<file path="config.mk">
export PLATFORM = sky130hd
export DESIGN_NAME = rrpc_top
export DESIGN_NICKNAME = d
export VERILOG_FILES = /design/src/verilog/rrpc_pkg.sv /design/src/verilog/rrpc_top.sv
export SDC_FILE = /design/constraint.sdc
export NUM_CORES = 1
export LEC_CHECK = 0
export ABC_AREA = 1
export BUFFER_PORTS_ARGS = -buffer_cell sky130_fd_sc_hd__buf_2
export CAP_MARGIN = 25
export CORE_UTILIZATION = 55
export CTS_BUF_LIST = sky130_fd_sc_hd__clkbuf_16
export DETAILED_ROUTE_END_ITERATION = 8
export HOLD_SLACK_MARGIN = 0.03
export PLACE_DENSITY_LB_ADDON = 0.1
export SLEW_MARGIN = 20
export SYNTH_ARGS = -nofsm -noshare
export SYNTH_HDL_FRONTEND = slang
export SYNTH_SLANG_ARGS = --single-unit
</file>
<file path="constraint.sdc">
create_clock -name clk -period 3.2 [get_ports clk]
set_input_delay 0.32 -clock clk [delete_from_list [all_inputs] [get_ports clk]]
set_output_delay 0.32 -clock clk [all_outputs]
set_load 0.01 [all_outputs]
</file>
<file path="src/verilog/rrpc_pkg.sv">
// Package for the reset retention and link event counter block.
// Assumes a core clock of 125 MHz and a synchronous active-high reset.
package rrpc_pkg;
  // Register map, one word per index, byte address is four times the index
  localparam logic [7:0] ADDR_CTRL = 8'h00;
  localparam logic [7:0] ADDR_STATUS = 8'h04;
  localparam logic [7:0] ADDR_GEOM = 8'h08;
  localparam logic [7:0] ADDR_STBY = 8'h0C;
  localparam logic [7:0] ADDR_MULT = 8'h10;
  localparam logic [7:0] ADDR_MAXLBA_LO = 8'h14;
  localparam logic [7:0] ADDR_MAXLBA_HI = 8'h18;
  localparam logic [7:0] ADDR_XFER = 8'h1C;
  localparam logic [7:0] ADDR_APM = 8'h20;
  localparam logic [7:0] ADDR_SEC = 8'h24;
  localparam logic [7:0] ADDR_SERR_RD = 8'h28;
  localparam logic [7:0] ADDR_SERR_WR = 8'h2C;
  localparam logic [7:0] ADDR_IDENT76 = 8'h30;
  localparam logic [7:0] ADDR_LOG_BASE = 8'h40;
  // SET FEATURES subcommand codes
  localparam logic [7:0] SF_WCACHE_EN = 8'h02;
  localparam logic [7:0] SF_XFER_MODE = 8'h03;
  localparam logic [7:0] SF_APM_EN = 8'h05;
  localparam logic [7:0] SF_PRESERVE_EN = 8'h06;
  localparam logic [7:0] SF_PRESERVE_DIS = 8'h86;
  localparam logic [7:0] SF_RLA_EN = 8'hAA;
  localparam logic [7:0] SF_RLA_DIS = 8'h55;
  localparam logic [7:0] SF_REVERT_EN = 8'hCC;
  localparam logic [7:0] SF_REVERT_DIS = 8'h66;
  localparam logic [7:0] SF_WCACHE_DIS = 8'h82;
  localparam logic [7:0] SF_APM_DIS = 8'h85;
  // Log page and counter layout
  localparam logic [7:0] LOG_PAGE_CNT = 8'h11;
  localparam int NUM_CNT = 7;
  localparam logic [3:0] ID_W32 = 4'h2;
  localparam logic [11:0] ID_END = 12'h000;
  localparam logic [15:0] IDENT76_CNT_BIT = 16'h0400;
  // Hardware-reset defaults
  localparam logic [31:0] DEF_GEOM = 32'h0000_0000;
  localparam logic [7:0] DEF_STBY = 8'h00;
  localparam logic [7:0] DEF_MULT = 8'h10;
  localparam logic [7:0] DEF_XFER = 8'h00;
  localparam logic [7:0] DEF_APM = 8'h80;
  localparam logic [2:0] DEF_UNLOCK_CNT = 3'h5;
  localparam logic [2:0] SEC_UNLOCKED = 3'h5;
  localparam logic [31:0] CNT_MAX = 32'hFFFF_FFFF;
endpackage : rrpc_pkg

</file>
<file path="src/verilog/rrpc_top.sv">
// Settings retention across link hard reset plus link event counters.
// Commands arrive decoded as one-cycle strobes from the command layer;
// the counter log is read by firmware through the register port.
// Assumes resets and all strobes are synchronous to clk; reg_wr and
// reg_wdata are taken but no register here is writable.
// Counters are volatile: power-on reset, BIST activate and clear-after-read clear them; link and soft reset do not.
`timescale 1ns/100ps

module rrpc_top (
  // Clock and power-on reset
  input wire logic clk,
  input wire logic rst,
  // Link hard reset and software reset pulses
  input wire logic comreset,
  input wire logic soft_reset,
  // Decoded command strobes
  input wire logic set_features,
  input wire logic [7:0] feat_code,
  input wire logic [7:0] sect_count,
  input wire logic init_params,
  input wire logic [31:0] geom_val,
  input wire logic set_stby,
  input wire logic [7:0] stby_val,
  input wire logic set_mult,
  input wire logic [7:0] mult_val,
  input wire logic set_max,
  input wire logic [47:0] max_lba_val,
  input wire logic sec_state_we,
  input wire logic [2:0] sec_state_val,
  input wire logic freeze_lock,
  input wire logic unlock_fail,
  input wire logic serr_rd_we,
  input wire logic serr_wr_we,
  input wire logic [31:0] serr_val,
  // Link events
  input wire logic ev_icrc_fail,
  input wire logic ev_rerr_data,
  input wire logic ev_rerr_ndata,
  input wire logic ev_phy_rdy,
  input wire logic ev_sig_fis,
  input wire logic ev_crc_h2d,
  input wire logic ev_nocrc_h2d,
  input wire logic bist_activate,
  // Counter log read request and completion
  input wire logic log_read,
  input wire logic [7:0] log_page,
  input wire logic [7:0] log_features,
  input wire logic log_done,
  // Register port
  input wire logic [7:0] reg_addr,
  input wire logic [31:0] reg_wdata,
  input wire logic reg_wr,
  input wire logic reg_rd,
  output logic [31:0] reg_rdata,
  // Settings outputs
  output logic preserve_en,
  output logic wcache_en,
  output logic rla_en,
  output logic revert_en,
  output logic apm_en,
  output logic [7:0] apm_level,
  output logic [7:0] xfer_mode,
  output logic [2:0] sec_state,
  output logic frozen,
  output logic [2:0] unlock_cnt
);

  // Preservation enable and SET FEATURES flags
  logic preserve_ff;
  logic wcache_ff;
  logic rla_ff;
  logic revert_ff;
  logic apm_en_ff;
  logic [7:0] apm_lvl_ff;
  logic [7:0] xfer_ff;
  // Command-programmed values
  logic [31:0] geom_ff;
  logic [7:0] stby_ff;
  logic [7:0] mult_ff;
  logic [47:0] maxlba_ff;
  logic [31:0] serr_rd_ff;
  logic [31:0] serr_wr_ff;
  // Security state, freeze flag and unlock attempts left
  logic [2:0] sec_ff;
  logic frozen_ff;
  logic [2:0] unl_ff;
  // Link event counters and their identifiers
  logic clear_pend_ff;
  logic [31:0] cnt_ff [rrpc_pkg::NUM_CNT];
  logic [rrpc_pkg::NUM_CNT-1:0] ev_vec;
  logic [11:0] cnt_id [rrpc_pkg::NUM_CNT];
  // Reset and clear qualifiers
  logic settings_rst;
  logic cnt_clr;
  // Register read path
  logic [31:0] nxt_rdata;

  // Hardware reset of settings: power-on, or link reset with preservation off
  // A link reset can arrive unasked on a loss of signal, which is why the
  // preservation flag gates it here and nowhere else.
  // Security state and counters do not use this path at all.
  assign settings_rst = rst | (comreset & ~preserve_ff);

  // Preservation enable; only power-on reset touches it
  // A link or soft reset leaves it as the host last set it, so retention
  // stays armed through an unexpected reset.
  // Enable and disable codes never meet in one strobe.
  always_ff @(posedge clk) begin
    if (rst) begin
      preserve_ff <= 1'b1;
    end else if (set_features && feat_code == rrpc_pkg::SF_PRESERVE_EN) begin
      preserve_ff <= 1'b1;
    end else if (set_features && feat_code == rrpc_pkg::SF_PRESERVE_DIS) begin
      preserve_ff <= 1'b0;
    end
  end

  // SET FEATURES flags kept over link reset when preserved
  // One code is decoded per strobe; unknown codes change nothing
  always_ff @(posedge clk) begin
    if (settings_rst) begin
      wcache_ff <= 1'b1;
      rla_ff <= 1'b1;
      revert_ff <= 1'b0;
      apm_en_ff <= 1'b0;
      apm_lvl_ff <= rrpc_pkg::DEF_APM;
      xfer_ff <= rrpc_pkg::DEF_XFER;
    end else if (set_features) begin
      case (feat_code)
        rrpc_pkg::SF_WCACHE_EN: begin
          wcache_ff <= 1'b1;
        end
        rrpc_pkg::SF_WCACHE_DIS: begin
          wcache_ff <= 1'b0;
        end
        rrpc_pkg::SF_XFER_MODE: begin
          xfer_ff <= sect_count;
        end
        rrpc_pkg::SF_APM_EN: begin
          apm_en_ff <= 1'b1;
          apm_lvl_ff <= sect_count;
        end
        rrpc_pkg::SF_APM_DIS: begin
          // Level is left as it was; only the enable drops
          apm_en_ff <= 1'b0;
        end
        rrpc_pkg::SF_RLA_EN: begin
          rla_ff <= 1'b1;
        end
        rrpc_pkg::SF_RLA_DIS: begin
          rla_ff <= 1'b0;
        end
        rrpc_pkg::SF_REVERT_EN: begin
          revert_ff <= 1'b1;
        end
        rrpc_pkg::SF_REVERT_DIS: begin
          revert_ff <= 1'b0;
        end
        default: ;
      endcase
    end
  end

  // Geometry, standby, multiple, max address, stream logs
  // Only supported commands get storage; no others are held here
  always_ff @(posedge clk) begin
    if (settings_rst) begin
      geom_ff <= rrpc_pkg::DEF_GEOM;
      stby_ff <= rrpc_pkg::DEF_STBY;
      mult_ff <= rrpc_pkg::DEF_MULT;
      maxlba_ff <= '1;
      serr_rd_ff <= '0;
      serr_wr_ff <= '0;
    end else begin
      // Strobes are independent and may share a cycle
      if (init_params) begin
        geom_ff <= geom_val;
      end
      if (set_stby) begin
        stby_ff <= stby_val;
      end
      if (set_mult) begin
        mult_ff <= mult_val;
      end
      if (set_max) begin
        maxlba_ff <= max_lba_val;
      end
      if (serr_rd_we) begin
        serr_rd_ff <= serr_val;
      end
      if (serr_wr_we) begin
        serr_wr_ff <= serr_val;
      end
    end
  end

  // Security state, freeze and attempt counter
  // Only power-on reset sets them up: a link reset must never shift the
  // security state, with or without preservation, so an unlocked drive
  // cannot turn locked after a loss of signal.
  always_ff @(posedge clk) begin
    if (rst) begin
      sec_ff <= rrpc_pkg::SEC_UNLOCKED;
      frozen_ff <= 1'b0;
      unl_ff <= rrpc_pkg::DEF_UNLOCK_CNT;
    end else begin
      if (sec_state_we) begin
        sec_ff <= sec_state_val;
      end
      if (freeze_lock) begin
        frozen_ff <= 1'b1;
      end
      // The count stops at zero rather than wrapping back to full
      if (unlock_fail && unl_ff != 3'h0) begin
        unl_ff <= unl_ff - 3'h1;
      end
    end
  end

  // Event vector; bidirectional counters take their own event line
  assign ev_vec = {ev_nocrc_h2d, ev_crc_h2d, ev_sig_fis, ev_phy_rdy,
                   ev_rerr_ndata, ev_rerr_data, ev_icrc_fail};
  // Identifier numbers: 001h and 00Ah mandatory, the rest optional
  // Log order is free, so it follows the event vector bit order
  // Id 001h: interface CRC failures of commands
  assign cnt_id[0] = 12'h001;
  // Id 002h: data frame retries asked, both directions
  assign cnt_id[1] = 12'h002;
  // Id 005h: non-data frame retries asked, both directions
  assign cnt_id[2] = 12'h005;
  // Id 009h: phy returns to ready
  assign cnt_id[3] = 12'h009;
  // Id 00Ah: reset signatures sent after a link reset
  assign cnt_id[4] = 12'h00A;
  // Id 00Bh: inbound frames refused for CRC
  assign cnt_id[5] = 12'h00B;
  // Id 00Dh: inbound frames refused for other errors
  assign cnt_id[6] = 12'h00D;

  // Clear-after-read: armed by a log read with bit 0, fired at completion
  // Waiting for log_done means the page carries the values seen before
  // the clear, never a half-cleared set.
  always_ff @(posedge clk) begin
    if (rst) begin
      clear_pend_ff <= 1'b0;
    end else if (log_read && log_page == rrpc_pkg::LOG_PAGE_CNT) begin
      clear_pend_ff <= log_features[0];
    end else if (log_done) begin
      clear_pend_ff <= 1'b0;
    end
  end
  assign cnt_clr = bist_activate | (log_done & clear_pend_ff);

  // Counters: power-on reset, BIST activate and clear-after-read clear them, link and soft reset do not
  // A clear in the same cycle as an event wins; that event is lost.
  // Counters stop at all ones instead of wrapping to zero.
  generate
    for (genvar i = 0; i < rrpc_pkg::NUM_CNT; i++) begin : g_cnt
      always_ff @(posedge clk) begin
        // Power-on reset and both host clears share one branch
        if (rst || cnt_clr) begin
          cnt_ff[i] <= '0;
        end else if (ev_vec[i] && cnt_ff[i] != rrpc_pkg::CNT_MAX) begin
          cnt_ff[i] <= cnt_ff[i] + 32'h1;
        end
      end
    end
  endgenerate

  // Read mux; log words: 0 reserved, then id/value pairs, then end marker
  // Unmapped addresses read as zero, as does any log word past the end
  always_comb begin
    nxt_rdata = '0;
    if (reg_addr == rrpc_pkg::ADDR_CTRL) begin
      nxt_rdata = {31'h0, preserve_ff};
    end else if (reg_addr == rrpc_pkg::ADDR_STATUS) begin
      nxt_rdata = {24'h0, clear_pend_ff, frozen_ff, revert_ff, rla_ff,
                   wcache_ff, apm_en_ff, 1'b0, preserve_ff};
      // Values kept by their own commands
    end else if (reg_addr == rrpc_pkg::ADDR_GEOM) begin
      nxt_rdata = geom_ff;
    end else if (reg_addr == rrpc_pkg::ADDR_STBY) begin
      nxt_rdata = {24'h0, stby_ff};
    end else if (reg_addr == rrpc_pkg::ADDR_MULT) begin
      nxt_rdata = {24'h0, mult_ff};
      // Max address, split over two words
    end else if (reg_addr == rrpc_pkg::ADDR_MAXLBA_LO) begin
      nxt_rdata = maxlba_ff[31:0];
    end else if (reg_addr == rrpc_pkg::ADDR_MAXLBA_HI) begin
      nxt_rdata = {16'h0, maxlba_ff[47:32]};
      // Feature values
    end else if (reg_addr == rrpc_pkg::ADDR_XFER) begin
      nxt_rdata = {24'h0, xfer_ff};
    end else if (reg_addr == rrpc_pkg::ADDR_APM) begin
      nxt_rdata = {23'h0, apm_en_ff, apm_lvl_ff};
      // Security word: attempts left, frozen, state
    end else if (reg_addr == rrpc_pkg::ADDR_SEC) begin
      nxt_rdata = {25'h0, unl_ff, frozen_ff, sec_ff};
      // Stream error logs
    end else if (reg_addr == rrpc_pkg::ADDR_SERR_RD) begin
      nxt_rdata = serr_rd_ff;
    end else if (reg_addr == rrpc_pkg::ADDR_SERR_WR) begin
      nxt_rdata = serr_wr_ff;
      // Identify word with the counter support bit
    end else if (reg_addr == rrpc_pkg::ADDR_IDENT76) begin
      nxt_rdata = {16'h0, rrpc_pkg::IDENT76_CNT_BIT};
    end else if (reg_addr >= rrpc_pkg::ADDR_LOG_BASE) begin
      // Word k: 0 reserved, 2i+1 id, 2i+2 value, 2N+1 end marker
      for (int i = 0; i < rrpc_pkg::NUM_CNT; i++) begin
        if (reg_addr == rrpc_pkg::ADDR_LOG_BASE + 8'((2*i+1)*4)) begin
          nxt_rdata = {16'h0, 1'b0, rrpc_pkg::ID_W32[2:0], cnt_id[i]};
        end
        if (reg_addr == rrpc_pkg::ADDR_LOG_BASE + 8'((2*i+2)*4)) begin
          nxt_rdata = cnt_ff[i];
        end
      end
      if (reg_addr == rrpc_pkg::ADDR_LOG_BASE +
          8'((2*rrpc_pkg::NUM_CNT+1)*4)) begin
        nxt_rdata = {20'h0, rrpc_pkg::ID_END};
      end
    end
  end

  // Read data one cycle after the strobe, zero otherwise
  // Holding zero between reads keeps the bus quiet for a shared mux
  always_ff @(posedge clk) begin
    if (rst) begin
      reg_rdata <= '0;
    end else begin
      reg_rdata <= reg_rd ? nxt_rdata : 32'h0;
    end
  end

  // Settings leave the block straight from their flops
  // The register port is read-only: reg_wr and reg_wdata change nothing,
  // so preservation stays under host command control alone.
  // The soft_reset input is taken and ignored: nothing here clears on it.
  // Feature flags
  assign preserve_en = preserve_ff;
  assign wcache_en = wcache_ff;
  assign rla_en = rla_ff;
  assign revert_en = revert_ff;
  assign apm_en = apm_en_ff;
  assign apm_level = apm_lvl_ff;
  assign xfer_mode = xfer_ff;
  // Security outputs
  assign sec_state = sec_ff;
  assign frozen = frozen_ff;
  assign unlock_cnt = unl_ff;

endmodule : rrpc_top

</file>
==> results.ini, run 1 <==
[outcome]
status = completed

[clocking]
cts_resized = 0
clkTransAtPathRegs_ns = 0.06
htree_levels = 2
numClockSinks = 445
cts_setup_buffers = 0
insertion_delay_ns = 0.60
cts_root_buf = clkbuf_16
cts.path.max_buffers = 3
cts_tree = built
cts_buffers = 49

[sta]
drv_slew = 0
min_period_over_period_pct = 89.96
min_period_ns = 2.879
tightest_slew_ns = 0.9793
hold_viol = 0
rsz0062_at_grt = no
finClkSkew_ns = 0.01616
fin_hold_ws_ns = 0.06598
finalSetupTns_ns = 0
setup_violations = 0
slew_headroom_pct = 34.31
max_freq_ghz = 0.3474

[placed_design]
dp_hpwl_mm = 52.84
port_buffers = 247
gp_congestion = 1.033
place_area_mm2 = 0.02546

[die]
start_util_pct = 56.02
fp.coreArea_mm2 = 0.04223
fp-row-count = 75
die_height_um = 209.4
dieArea_mm2 = 0.04385
die_w_um = 209.4
io_pins = 289

[layout]
drive_gt1_share_pct = 13.01
fin_nets = 3715
fin_area_mm2 = 0.02849
area_growth_pct = 20.44

[global_route]
grt_use_met1_pct = 44.65
antenna_found_initial = 2
grt_usage_pct = 33.38
use_met3_pct = 5.013
grt_remaining_overflow = 0
grtUsageMet2_pct = 53.93
grt_max_degree = 73
grt_pass1_wl_mm = 116.2
top_usage_layer = met2
grt_pass1_vias = 21860

[pwr]
powerDensity_mw_per_mm2 = 455.1
ir_worst_vdd_mv = 0.4092
p_leak_nw = 11.41

[worst_setup_path]
timing.critical_path.buf_inv = 4
crit_chain = ha_1, nand4_1, nor2_1, nand2_1, nor2_2, nand2_1, inv_1, nand2_1, inv_1, nand2_1, inv_1, nand2_1, o21ai_1, or2_2, buf_4, nor3b_1
cp_max_fo = 32
crit_top_cell = nand2_1
crit_type = reg -> reg
startpoint_type = register
critical_path.startpoint = cnt_ff[1][1]$_SDFFCE_PN0P_
r2r-start = cnt_ff[1][1]$_SDFFCE_PN0P_
crit_family = simple AND/OR/NAND/NOR gates
cpPeakStageDelay_ns = 0.38
slowest_stage = edfxtp_1
crit_path_end_kind = register
worst_ep_required_time_ns = 3.53
cp_data_arrival_time_ns = 3.21

[logic_synthesis]
synth-seq-cells = 445
synth.top_cells.by_count = nand2_1 (802), inv_1 (384), nor2_1 (375)
synth_fp_nets = 3333
synth.distinct_cells = 54
synth_ff_type = edfxtp_1
synth_area_leader_cell = edfxtp_1
syn-cell-area_mm2 = 0.02366
async_reset_ff_share_pct = 0
yosysMostFrequentCell = nand2_1
ys_top_cells_by_area = edfxtp_1 (28%), dfxtp_1 (19%), nand2_1 (13%)
seq_area_frac_synth_pct = 47.13
synthCells = 3095
ys_warn_count = 0
synth_top_area_share_pct = 28.43
syn-mean-instance-area_um2 = 7.644
synth-edff-count = 224

[detailed_routing]
drtAntennaViolNets = 0
routed_wirelength_mm = 73.73
wl_per_cell_um = 18.18
vias = 22960
first_pass_iters = 6
drc_errors = 0
vias_per_cell = 5.661
drt_iter0_drc = 2402

[run]
drv_cap = 0

[min_path]
hold_path.startpoint = set_stby
hold_class = in -> reg

## timing repair
action,4_1_cts,5_1_grt
hold buffers,150,0
hold endpoints to repair,181,0
setup endpoints to repair,0,0
## worst reg2reg max path, cell delays in order, from the launching register on
cell      delay, ns
edfxtp_1       0.38
ha_1           0.21
nand4_1        0.18
nor2_1         0.20
nand2_1        0.13
nor2_2         0.14
nand2_1        0.08
inv_1          0.10
nand2_1        0.10
inv_1          0.09
nand2_1        0.07
inv_1          0.09
nand2_1        0.10
o21ai_1        0.17
or2_2          0.13
buf_4          0.32
nor3b_1        0.13
## through the flow
stage               setup WS, ns  util (%)  std cells  power, mW
floorplan                 0.4818         -       3095      7.045
global placement          0.3976     60.29       3815      7.381
detailed placement        0.3435     60.29       3815      7.413
CTS                       0.3289     67.46       4053      12.97
global route            0.001181     67.47       4054      13.34
finish                    0.3214     67.48       4055      12.97
## state kept, by name, indices dropped and copies added (netlist names), 8 cells and up
signal,cells
apm_level,8
cnt_ff,224
geom_ff,32
maxlba_ff,48
mult_ff,8
reg_rdata,32
serr_rd_ff,32
serr_wr_ff,32
stby_ff,8
xfer_mode,8
## cells in the final DEF (no fill, tap or decap), types with 7 or more instances in the layout
master | netlist | final
inv_2 | 6 | 7
nor2_1 | 375 | 372
edfxtp_1 | 224 | 224
nor2_2 | 18 | 21
nand3_2 | 7 | 7
nor3_2 | 13 | 13
buf_2 | 10 | 247
xnor2_1 | 10 | 10
nand4_1 | 85 | 85
o221ai_1 | 8 | 8
o2111ai_1 | 24 | 24
clkinv_1 | 3 | 10
ha_1 | 9 | 9
a221oi_1 | 15 | 15
o21ai_0 | 78 | 78
clkinv_2 | 0 | 13
xor2_1 | 40 | 40
nor4_1 | 39 | 39
dlygate4sd3_1 | 0 | 150
nand3_1 | 99 | 99
dfxtp_1 | 221 | 221
buf_4 | 14 | 39
nand2_1 | 802 | 802
a21oi_1 | 249 | 248
clkbuf_16 | 0 | 50
nor3b_1 | 66 | 66
o211ai_1 | 11 | 11
or2_2 | 14 | 14
nor3_1 | 89 | 89
o22ai_1 | 30 | 30
inv_1 | 384 | 393
## where the power goes
| part | internal, mW | switching, mW |
|---|---|---|
| logic | 0.419 | 0.619 |
| clock network | 3.08 | 2.41 |
| registers | 6.24 | 0.203 |
| total | 9.74 | 3.23 |
## path summary, 6_finish.rpt
check / to / slack, ns / depth (start not counted)
max: cnt_ff[1][3]$_SDFFCE_PN0P_ / 0.32 / 16
max reg2reg: cnt_ff[1][3]$_SDFFCE_PN0P_ / 0.32 / 16
min reg2reg: serr_rd_ff[20]$_SDFFE_PP0P_ / 0.46 / 2
min: stby_ff[4]$_SDFFE_PP0P_ / 0.07 / 3
## cell families (layout without fill, tap and decap cells)
kind of cell | Yosys count | after routing | share of synthesized area [%]
AND/OR/NAND/NOR | 1646 | 1646 | 31.37
buffers and inverters | 504 | 923 | 8.525
AO/OA/AOI/OAI | 441 | 441 | 10.65
XOR/XNOR | 50 | 50 | 1.851
flip-flops | 445 | 445 | 47.13
other | 0 | 2 | 0
adder cells (fa/ha/maj) | 9 | 9 | 0.4760
## area by class of cell
| type | count | area, µm² |
|---|---|---|
| fillers | 3505 | 13730 |
| flip-flops and latches | 445 | 11150 |
| multi-input cells | 2146 | 10510 |
| repair buffers | 442 | 3151 |
| inverters | 393 | 1476 |
| clock buffers | 50 | 1251 |
| well taps | 539 | 674.4 |
| clock inverters | 38 | 276.5 |
| diodes | 2 | 5.005 |
## routing by layer
layer,part of all wire [%],vias to the layer above
met4,4.1,0
met1,42,10600
met5,0,-
met2,46,1092
li1,-,11070
met3,8.1,198
Power figures use the tool's default switching activity.
==> run 2, diff against run 1 <==
--- a/config.mk
+++ b/config.mk
@@ -11,9 +11,9 @@
 export CORE_UTILIZATION = 55
 export CTS_BUF_LIST = sky130_fd_sc_hd__clkbuf_16
 export DETAILED_ROUTE_END_ITERATION = 8
+export GPL_TIMING_DRIVEN = 0
 export HOLD_SLACK_MARGIN = 0.03
 export PLACE_DENSITY_LB_ADDON = 0.1
-export SLEW_MARGIN = 20
 export SYNTH_ARGS = -nofsm -noshare
 export SYNTH_HDL_FRONTEND = slang
 export SYNTH_SLANG_ARGS = --single-unit
==> results.ini, run 2 (same netlist as run 1, synthesis figures left out) <==
[worst_setup_path]
crit_top_cell = nand2_1
cp_max_fo = 21
r2r-start = clear_pend_ff$_SDFFE_PP0P_
crit_type = reg -> reg
timing.critical_path.buf_inv = 2
slowest_stage = inv_1
cp_data_arrival_time_ns = 3.42
endpoint = cnt_ff[4][2]$_SDFFCE_PN0P_
crit_path_end_kind = register
r2r-end = cnt_ff[4][2]$_SDFFCE_PN0P_
startpoint_type = register
crit_chain = nand2_1, nand3_1, inv_1, nand2_1, buf_16
worst_ep_required_time_ns = 3.55
critical_path.startpoint = clear_pend_ff$_SDFFE_PP0P_
crit_family = simple AND/OR/NAND/NOR gates
worstSetupPathDepth = 5
r2r_slack_ns = 0.13
cpPeakStageDelay_ns = 0.87
r2r_cells = 5

[detailed_routing]
drc_errors = 0
wl_per_cell_um = 19.73
routed_wirelength_mm = 81.55
drtAntennaViolNets = 0
vias_per_cell = 5.843
first_pass_iters = 6
drt_iter0_drc = 2756
vias = 24150

[sta]
min_period_ns = 3.068
drv_slew = 0
hold_viol = 0
min_period_over_period_pct = 95.87
max_freq_ghz = 0.3260
slew_headroom_pct = 20.66
rsz0062_at_grt = no
setup_violations = 0
finalSetupTns_ns = 0
fin_hold_ws_ns = 0.06849
setup_slack_ns = 0.1321
tightest_slew_ns = 1.160
finClkSkew_ns = 0.03647

[layout]
drive_gt1_share_pct = 12.54
layout_common_cells = nand2_1 (797), inv_1 (388), nor2_1 (375)
largest_reg_flops = 224
area_growth_pct = 22.38
finalCoreUtilization_pct = 68.56
fin_nets = 3786
reg_top3 = cnt_ff (224), maxlba_ff (48)
largest_register = cnt_ff
final_common_cell = nand2_1

[die]
fp-row-count = 75
dieArea_mm2 = 0.04385
die_height_um = 209.4
io_pins = 289
fp.coreArea_mm2 = 0.04223
die_w_um = 209.4
start_util_pct = 56.02

[global_route]
grt_pass1_vias = 22780
grt_usage_pct = 36.75
grt_remaining_overflow = 0
grt_max_degree = 23
grt_pass1_wl_mm = 124.9
antenna_found_initial = 10

[min_path]
hold_class = in -> reg

[placed_design]
gp_congestion = 0.9628
dp_hpwl_mm = 61.05
port_buffers = 244
pre_cts_ws_ns = -0.4028

[clocking]
cts.path.max_buffers = 3
clkTransAtPathRegs_ns = 0.06
cts_setup_buffers = 0
htree_levels = 2
numClockSinks = 445
cts_root_buf = clkbuf_16
insertion_delay_ns = 0.63
cts_tree = built
cts_buffers = 49

[outcome]
status = completed

[pwr]
clkPwrFrac_pct = 44.2
ir_worst_vdd_mv = 0.3971
p_sw_mw = 3.424
p_leak_nw = 11.53
power.share.combinational_pct = 8.3
swShare_pct = 25.26
powerDensity_mw_per_mm2 = 468.2
intPower_mw = 10.13
totalPowerFinal_mw = 13.56
seqPwrFrac_pct = 47.6

[run]
drv_cap = 0

==> run 2: power by group through the flow <==
| stage | Sequential [mW] | Combinational, mW | Clock, mW |
|---|---|---|---|
| after CTS | 6.44 | 1.08 | 6.00 |
| final | 6.45 | 1.12 | 5.99 |
| after global routing | 6.47 | 1.22 | 6.22 |
| after floorplan | 6.50 | 0.547 | 0 |
| after global placement | 6.55 | 0.885 | 0 |
| after detailed placement | 6.56 | 0.929 | 0 |
==> run 2: worst min-delay path by stage <==
| stage | startpoint | endpoint | slack [ns] | cells past startpoint |
|---|---|---|---|---|
| after floorplan | rst | clear_pend_ff$_SDFFE_PP0P_ | 0.39 | 1 |
| after global placement | stby_ff[4]$_SDFFE_PP0P_ | stby_ff[4]$_SDFFE_PP0P_ | 0.45 | 2 |
| after detailed placement | serr_wr_ff[0]$_SDFFE_PP0P_ | serr_wr_ff[0]$_SDFFE_PP0P_ | 0.45 | 2 |
| after CTS | sec_state_we | sec_state[0]$_SDFFE_PP1P_ | 0.04 | 4 |
| after global routing | sec_state_we | sec_state[2]$_SDFFE_PP1P_ | 0.11 | 4 |
| final | sec_state_we | sec_state[0]$_SDFFE_PP1P_ | 0.07 | 4 |
==> run 2: what timing repair did <==
| item | in CTS | in global routing |
|---|---|---|
| gates resized for setup | 0 | 5 |
| hold endpoints to repair | 184 | 0 |
| endpoints found under the setup margin | 0 | 93 |
| hold buffers | 151 | 0 |
==> run 2: worst reg2reg max path, delay by kind of cell (launching register included) <==
kind	cells	cell delay [ns]
buffers and inverters	2	1.24
AND/OR/NAND/NOR	3	1.24
flip-flops	1	0.33
==> run 2: layout make-up <==
type                    instances  area (µm²)
inverters                     393        1475
fillers                      3493       13280
repair buffers                402        2925
clock buffers                  49        1226
diodes                          7       17.52
clock inverters                42       437.9
multi-input cells            2146       10500
flip-flops and latches        445       11150
plain buffers                 111       541.8
well taps                     539       674.4
==> run 2: stage by stage <==
stage	cell area, µm²	cells
after global routing	28940	4130
final	28950	4134
after detailed placement	25750	3885
after CTS	28920	4127
after floorplan	23660	3095
after global placement	25550	3878
==> run 2: routing by layer <==
| layer | routed length, µm | share of wire (%) | GRT usage, % | vias up |
|---|---|---|---|---|
| met5 | 62 | 0.076 | 0 | - |
| met2 | 36730 | 45 | 58.00 | 1327 |
| met3 | 8195 | 10 | 6.374 | 236 |
| li1 | - | - | - | 11230 |
| met1 | 33180 | 41 | 50.01 | 11350 |
| met4 | 3385 | 4.2 | 15.34 | 10 |
